[config.mk]
export PLATFORM = sky130hd
export DESIGN_NAME = vosr_regs
export DESIGN_NICKNAME = d
export VERILOG_FILES = /design/src/vosr_pkg.sv /design/src/vosr_regs.sv
export SDC_FILE = /design/constraint.sdc
export NUM_CORES = 1
export LEC_CHECK = 0
export BUFFER_PORTS_ARGS = -buffer_cell sky130_fd_sc_hd__buf_2
export CORE_MARGIN = 4
export CORE_UTILIZATION = 30
export DETAILED_ROUTE_END_ITERATION = 10
export SYNTH_ARGS = -nofsm -noshare
export SYNTH_HDL_FRONTEND = slang
export SYNTH_SLANG_ARGS = --single-unit
[constraint.sdc]
create_clock -name sys_clk -period 33 [get_ports sys_clk]
set_clock_uncertainty 0.05 [all_clocks]
set_input_delay 1.65 -clock sys_clk [delete_from_list [all_inputs] [get_ports sys_clk]]
set_output_delay 1.65 -clock sys_clk [all_outputs]
set_load 0.03 [all_outputs]
[src/vosr_pkg.sv]
package vosr_pkg;

    // Command codes
    localparam logic [7:0] CMD_PAGE = 8'h00;
    localparam logic [7:0] CMD_OPERATION = 8'h01;
    localparam logic [7:0] CMD_CLEAR_FAULTS = 8'h03;
    localparam logic [7:0] CMD_WRITE_PROTECT = 8'h10;
    localparam logic [7:0] CMD_FORMAT_MODE = 8'h20;
    localparam logic [7:0] CMD_NOMINAL = 8'h21;
    localparam logic [7:0] CMD_OFFSET = 8'h22;
    localparam logic [7:0] CMD_UPPER_CLAMP = 8'h24;
    localparam logic [7:0] CMD_MARGIN_HIGH = 8'h25;
    localparam logic [7:0] CMD_MARGIN_LOW = 8'h26;
    localparam logic [7:0] CMD_SLEW = 8'h27;
    localparam logic [7:0] CMD_LOAD_LINE = 8'h28;
    localparam logic [7:0] CMD_COMMIT = 8'he7;

    // Values after reset
    localparam logic [7:0] RST_PAGE = 8'h00;
    localparam logic [7:0] RST_OPERATION = 8'h08;
    localparam logic [7:0] RST_WRITE_PROTECT = 8'h00;
    localparam logic [7:0] FORMAT_MODE_VAL = 8'h40;
    localparam logic [15:0] RST_NOMINAL = 16'h0384;
    localparam logic [15:0] RST_OFFSET = 16'h0000;
    localparam logic [15:0] RST_UPPER_CLAMP = 16'h08fc;
    localparam logic [15:0] RST_MARGIN_HIGH = 16'h0640;
    localparam logic [15:0] RST_MARGIN_LOW = 16'h00fa;
    localparam logic [15:0] RST_SLEW = 16'h0064;
    localparam logic [15:0] RST_LOAD_LINE = 16'h0000;

    // Page selections
    localparam logic [7:0] PAGE_OUT0 = 8'h00;
    localparam logic [7:0] PAGE_OUT1 = 8'h01;
    localparam logic [7:0] PAGE_BOTH = 8'hff;

    // Write protect settings
    localparam logic [7:0] WP_OPEN = 8'h00;
    localparam logic [7:0] WP_SETPOINT_ONLY = 8'h20;
    localparam logic [7:0] WP_LOCKED = 8'h40;

    // Source select field of the operation byte
    localparam int SRC_LSB = 4;
    typedef enum logic [1:0] {
        SRC_NOMINAL = 2'h0,
        SRC_MARGIN_LOW = 2'h1,
        SRC_MARGIN_HIGH = 2'h2,
        SRC_UNUSED = 2'h3
    } vosr_src_t;

    typedef struct packed {
        logic valid;
        logic write;
        logic [7:0] code;
        logic [15:0] data;
    } vosr_cmd_t;

    typedef struct packed {
        logic valid;
        logic [15:0] data;
    } vosr_rsp_t;

    typedef struct packed {
        logic [15:0] target;
        logic [15:0] slew;
        logic [15:0] loadLine;
    } vosr_out_t;

endpackage

[src/vosr_regs.sv]
module vosr_regs (
    // Clock and reset
    input wire logic sys_clk,
    input wire logic reset,
    // Command port
    input wire vosr_pkg::vosr_cmd_t hostCmd,
    output vosr_pkg::vosr_rsp_t hostRsp,
    // Per output settings in force
    output vosr_pkg::vosr_out_t outSet [2],
    // Status
    output logic invalidDataFault
);
    import vosr_pkg::*;

    ////////////////////////////////////////////////////////////////////////
    logic [7:0] page_r;
    logic [7:0] writeProtect_r;
    logic [7:0] operation_r [2];
    logic [15:0] nominal_r [2];
    logic [15:0] offset_r [2];
    logic [15:0] upperClamp_r [2];
    logic [15:0] marginHigh_r [2];
    logic [15:0] marginLow_r [2];
    logic [15:0] slew_r [2];
    logic [15:0] loadLine_r [2];
    // Committed loop settings and registered target, one writer each
    logic [15:0] slewAct_r [2];
    logic [15:0] loadLineAct_r [2];
    logic [15:0] target_r [2];
    logic [15:0] target_nxt [2];
    logic [15:0] rdData;
    logic wrCmd;
    logic rdCmd;
    logic bankWrOk;
    logic wpValid;
    logic pageValid;
    logic rdPage;

    function automatic logic pageHit(input logic [7:0] pg, input int idx);
        pageHit = (pg == PAGE_BOTH) || (pg == (idx == 0 ? PAGE_OUT0 : PAGE_OUT1));
    endfunction

    function automatic logic protectAllows(input logic [7:0] wp, input logic [7:0] code);
        protectAllows = (wp == WP_OPEN) ||
            ((wp == WP_SETPOINT_ONLY) && (code == CMD_NOMINAL || code == CMD_OFFSET));
    endfunction

    assign wrCmd = hostCmd.valid && hostCmd.write;
    assign rdCmd = hostCmd.valid && !hostCmd.write;
    assign bankWrOk = wrCmd && protectAllows(writeProtect_r, hostCmd.code);
    assign wpValid = hostCmd.data[7:0] == WP_OPEN || hostCmd.data[7:0] == WP_SETPOINT_ONLY ||
        hostCmd.data[7:0] == WP_LOCKED;
    assign pageValid = hostCmd.data[7:0] == PAGE_OUT0 || hostCmd.data[7:0] == PAGE_OUT1 ||
        hostCmd.data[7:0] == PAGE_BOTH;
    // Reads with both pages selected answer from output 0
    assign rdPage = page_r == PAGE_OUT1;

    ////////////////////////////////////////////////////////////////////////
    // Global selection registers
    always_ff @(posedge sys_clk or posedge reset) begin
        if (reset) begin
            page_r <= RST_PAGE;
            writeProtect_r <= RST_WRITE_PROTECT;
        end else if (wrCmd) begin
            if (hostCmd.code == CMD_PAGE && pageValid) begin
                page_r <= hostCmd.data[7:0];
            end
            if (hostCmd.code == CMD_WRITE_PROTECT && wpValid) begin
                writeProtect_r <= hostCmd.data[7:0];
            end
        end
    end

    // Invalid data fault: a new fault wins over a clear in the same cycle
    always_ff @(posedge sys_clk or posedge reset) begin
        if (reset) begin
            invalidDataFault <= 1'b0;
        end else if (wrCmd && ((hostCmd.code == CMD_WRITE_PROTECT && !wpValid) ||
                (hostCmd.code == CMD_PAGE && !pageValid))) begin
            invalidDataFault <= 1'b1;
        end else if (wrCmd && hostCmd.code == CMD_CLEAR_FAULTS) begin
            invalidDataFault <= 1'b0;
        end
    end

    ////////////////////////////////////////////////////////////////////////
    // Paged setting bank
    always_ff @(posedge sys_clk or posedge reset) begin
        if (reset) begin
            for (int p = 0; p < 2; p++) begin
                operation_r[p] <= RST_OPERATION;
                nominal_r[p] <= RST_NOMINAL;
                offset_r[p] <= RST_OFFSET;
                upperClamp_r[p] <= RST_UPPER_CLAMP;
                marginHigh_r[p] <= RST_MARGIN_HIGH;
                marginLow_r[p] <= RST_MARGIN_LOW;
                slew_r[p] <= RST_SLEW;
                loadLine_r[p] <= RST_LOAD_LINE;
            end
        end else begin
            for (int p = 0; p < 2; p++) begin
                if (wrCmd && pageHit(page_r, p) && hostCmd.code == CMD_OPERATION) begin
                    operation_r[p] <= hostCmd.data[7:0];
                end
                if (bankWrOk && pageHit(page_r, p)) begin
                    unique case (hostCmd.code)
                        CMD_NOMINAL: nominal_r[p] <= hostCmd.data;
                        CMD_OFFSET: offset_r[p] <= hostCmd.data;
                        CMD_UPPER_CLAMP: upperClamp_r[p] <= hostCmd.data;
                        CMD_MARGIN_HIGH: marginHigh_r[p] <= hostCmd.data;
                        CMD_MARGIN_LOW: marginLow_r[p] <= hostCmd.data;
                        CMD_SLEW: slew_r[p] <= hostCmd.data;
                        CMD_LOAD_LINE: loadLine_r[p] <= hostCmd.data;
                        default: ;
                    endcase
                end
            end
        end
    end

    // Slew and load line reach the loop only on commit
    always_ff @(posedge sys_clk or posedge reset) begin
        if (reset) begin
            for (int p = 0; p < 2; p++) begin
                slewAct_r[p] <= RST_SLEW;
                loadLineAct_r[p] <= RST_LOAD_LINE;
            end
        end else begin
            for (int p = 0; p < 2; p++) begin
                if (wrCmd && hostCmd.code == CMD_COMMIT && pageHit(page_r, p)) begin
                    slewAct_r[p] <= slew_r[p];
                    loadLineAct_r[p] <= loadLine_r[p];
                end
            end
        end
    end

    ////////////////////////////////////////////////////////////////////////
    // Effective target: selected source plus trim, clamped at the top
    always_comb begin
        logic signed [16:0] sum;
        logic [15:0] src;
        sum = '0;
        src = '0;
        for (int p = 0; p < 2; p++) begin
            unique case (vosr_src_t'(operation_r[p][SRC_LSB +: 2]))
                SRC_MARGIN_LOW: src = marginLow_r[p];
                SRC_MARGIN_HIGH: src = marginHigh_r[p];
                default: src = nominal_r[p];
            endcase
            sum = signed'({src[15], src}) + signed'({offset_r[p][15], offset_r[p]});
            if (sum > signed'({upperClamp_r[p][15], upperClamp_r[p]})) begin
                target_nxt[p] = upperClamp_r[p];
            end else begin
                target_nxt[p] = sum[15:0];
            end
        end
    end

    always_ff @(posedge sys_clk or posedge reset) begin
        if (reset) begin
            for (int p = 0; p < 2; p++) begin
                target_r[p] <= RST_NOMINAL;
            end
        end else begin
            for (int p = 0; p < 2; p++) begin
                // Target follows its sources one edge late
                target_r[p] <= target_nxt[p];
            end
        end
    end

    ////////////////////////////////////////////////////////////////////////
    // Ports show the flops directly
    assign outSet[0] = '{target_r[0], slewAct_r[0], loadLineAct_r[0]};
    assign outSet[1] = '{target_r[1], slewAct_r[1], loadLineAct_r[1]};

    ////////////////////////////////////////////////////////////////////////
    // Read path
    always_comb begin
        unique case (hostCmd.code)
            CMD_PAGE: rdData = {8'h00, page_r};
            CMD_OPERATION: rdData = {8'h00, operation_r[rdPage]};
            CMD_WRITE_PROTECT: rdData = {8'h00, writeProtect_r};
            CMD_FORMAT_MODE: rdData = {8'h00, FORMAT_MODE_VAL};
            CMD_NOMINAL: rdData = nominal_r[rdPage];
            CMD_OFFSET: rdData = offset_r[rdPage];
            CMD_UPPER_CLAMP: rdData = upperClamp_r[rdPage];
            CMD_MARGIN_HIGH: rdData = marginHigh_r[rdPage];
            CMD_MARGIN_LOW: rdData = marginLow_r[rdPage];
            CMD_SLEW: rdData = slew_r[rdPage];
            CMD_LOAD_LINE: rdData = loadLine_r[rdPage];
            default: rdData = 16'h0000;
        endcase
    end

    always_ff @(posedge sys_clk or posedge reset) begin
        if (reset) begin
            hostRsp <= '0;
        end else begin
            hostRsp.valid <= rdCmd;
            hostRsp.data <= rdCmd ? rdData : 16'h0000;
        end
    end

endmodule

==> results.yml <==
drt:
  drt_iter0_drc: 1321
  drtPass1Iterations: 6
  vias_per_cell: 5.52
  ant_nets: 0
  drc_errors: 0
  totalWireLength_mm: 67.2
  routedWlPerCell_um: 24.9
  num_vias: 14878
timing:
  tightestPinTransition_ps: 1180
  rsz0062_at_grt: "false"
  setup_ws_ps: 26470
  relSlewSlack_pct: 21.0
  fin_crit_ps: 6530
  hold_viol: 0
  max_freq_mhz: 153
  finalCritPeriodShare_pct: 19.8
  holdWs_ps: 433
  slew_violations: 0
  setup-tns-final_ps: 0
  setup_viol: 0
die:
  ios: 142
  start_util_pct: 30.3
  coreArea_um2: 64300
  rows: 93
  fp.dieH_um: 263
  die_w_um: 263
  fp.dieArea_um2: 69100
hold_path:
  hp-start: "upperClamp_r[17]"
  holdPathEnd: "upperClamp_r[17]"
  hold_depth: 1
  hp-class: "reg2reg"
power_and_ir_drop:
  p_comb_share_pct: 6.1
  sw_frac_of_total_pct: 24.8
  power_mw: 1.04
  p_clk_share_pct: 49.0
  p_seq_share_pct: 44.9
  power_switching_mw: 0.257
  cellPowerDensity_nw_per_um2: 46.1
  leakage_nw: 10.4
  ir_drop_v: 0.0000333
  power.internal_mw: 0.781
synthesis:
  synthCells: 1705
  synth_top_area_share_pct: 39.5
  synth_top_area_cell: "dfrtp_1"
  async_reset_ff_share_pct: 100
  yosysMostFrequentCell: "mux2_2"
  ys_types: 78
  syn-num-nets: 1805
  avgSynthCellArea_um2: 11.4
  synth_seq_cells: 370
  synth_ff_type: "dfrtp_1"
  synth_edf_count: 0
  syn_area_um2: 19500
  synth_common_cells: "327 x mux2_2, 308 x dfrtp_1, 132 x nand2_1"
  synthTopCellsByArea: "dfrtp_1 40%, mux2_2 19%, dfstp_2 8.4%"
  ys_seq_area_share_pct: 47.9
  synth_warnings: 0
clocking:
  clock_path_buffers: 3
  clk_pin_slew_worst_paths_ps: 60
  cts_tree: "yes"
  cts_post_setup_buffers_inserted: 0
  cts_htree_levels: 2
  cts_resized: 0
  cts-buffers-inserted: 42
  cts_hold_buffers: 0
  cts_sinks: 370
  clkLatencyLatePin_ps: 600
  root_buffer: "clkbuf_16"
setup_path:
  path_delay_family: "compound AO/OA/AOI/OAI gates"
  crit_chain: "inv_1 -> ha_1 -> o21ai_0 -> ha_1 -> a2111oi_0 -> o21ai_0 -> o21ai_0 -> o211ai_1 -> a221o_1 -> mux2i_1 -> ha_1 -> or3b_2 -> a221oi_1 -> o211ai_1 -> nand3_1 -> mux2_2"
  startpoint_type: "flop"
  rr_startpoint: "operation_r[12]"
  max_stage_delay_ps: 970
  cp_num_buf_inv: 1
  cp_data_required_time_ps: 33400
  regToRegSetupSlack_ps: 26470
  worst-r2r-cell-count: 16
  slowest_stage: "ha_1"
  worst-path-max-fanout: 32
  crit_path_end_kind: "flop"
  worstSetupPathType: "reg2reg"
  arrival_ps: 6930
  reg2reg_to: "outSet[84]"
grt:
  gr-total-overflow: 0
  grt_pass1_vias: 14848
  grt_pass1_wl_mm: 100
  antenna_found_initial: 6
  grt_max_degree: 177
  grt_use_total_pct: 18.8
status:
  status: "finished clean"
place:
  hpwl_mm: 48.6
  port_buffers: 141
  place.gp.congestion: 0.899
  postPlaceCellArea_um2: 21000
  dp_cells: 2613
  place_ws_ps: 26620
cells_and_area:
  final_area_um2: 22500
  syn_to_final_growth_pct: 15.5
  final_core_util_pct: 35.0
  fillers: 6400
  drive_above_1_share_pct: 35.6
  fin_nets: 1903
  final_cells: 2694
run:
  maxCapViolCount: 0
worst reg2reg max path, delay by kind of cell (launching register included):
family | cells | cell delay, ps
AO/OA/AOI/OAI | 8 | 2490
multiplexers | 2 | 620
flip-flops | 1 | 410
buffers and inverters | 1 | 60
AND/OR/NAND/NOR | 2 | 1060
adder cells (fa/ha/maj) | 3 | 1680
power groups by stage:
stage	combinational [mW]	clock (mW)	sequential, mW
global route	0.0690	0.537	0.466
detailed placement	0.0634	0	0.474
CTS	0.0637	0.520	0.466
finish	0.0631	0.509	0.466
global placement	0.0623	0	0.474
floorplan	0.0366	0	0.476
layout by cell type (no fill, tap or decap), types with 14 or more instances in the layout:
cell type  synthesis  final
nand2_1          132    132
a22oi_1           46     46
o21ai_0           73     73
mux2i_1           23     23
buf_2             22    141
xnor2_1           15     15
inv_1             61     60
mux2_1            18     18
dfstp_2           62     62
a21o_1            16     16
a21oi_1           75     75
nor3_1            15     15
a221oi_1          15     15
clkbuf_16          0     42
nand3_1           35     34
ha_1              70     70
dfrtp_1          308    308
o211ai_1          16     16
nand4_1           23     23
buf_4              4     18
a211oi_1          23     23
mux2_2           327    327
nor2_1            47     47
o22ai_1           14     14
cells by family after synthesis:
| group | Yosys count | share of synthesized area, % |
|---|---|---|
| simple gates | 327 | 8.55 |
| buf+inv | 168 | 3.53 |
| flops | 370 | 47.9 |
| compound gates | 379 | 13.3 |
| xor+xnor | 21 | 0.943 |
| mux | 368 | 21.1 |
| fa+ha+maj | 72 | 4.70 |
metal layers:
metal / vias to the layer above / routed length, um / GRT usage [%]
li1: 6532 / - / -
met1: 7583 / 29800 / 26.1
met2: 642 / 29900 / 29.1
met3: 115 / 5350 / 4.70
met4: 6 / 2030 / 5.64
met5: - / 28 / 0
layout make-up:
type	count	area [um^2]	area share (%)
diodes	3	7.51	0.0334
clock buffers	54	1180	5.22
clock inverters	23	327	1.45
inverters	61	236	1.05
multi-input cells	1167	9490	42.1
flip-flops and latches	370	9340	41.5
well taps	855	1070	4.75
repair buffers	161	872	3.87
sequential cells by signal, indices dropped and copies added, names as in the netlist:
register / count
slew_r: 32
writeProtect_r: 8
outSet: 96
hostRsp: 17
page_r: 8
marginLow_r: 32
upperClamp_r: 32
operation_r: 16
loadLine_r: 32
offset_r: 32
invalidDataFault: 1
marginHigh_r: 32
nominal_r: 32
worst max path at each step:
stage | startpoint | end | slack (ps) | cells after the start
global route | operation_r[12] | outSet[86] | 26070 | 16
detailed placement | operation_r[12] | outSet[83] | 26620 | 16
floorplan | reset | hostRsp[0] | 21130 | 1
global placement | operation_r[12] | outSet[83] | 26710 | 15
CTS | operation_r[12] | outSet[83] | 26500 | 16
finish | operation_r[12] | outSet[84] | 26470 | 16
(Power assumes the default switching activity.)
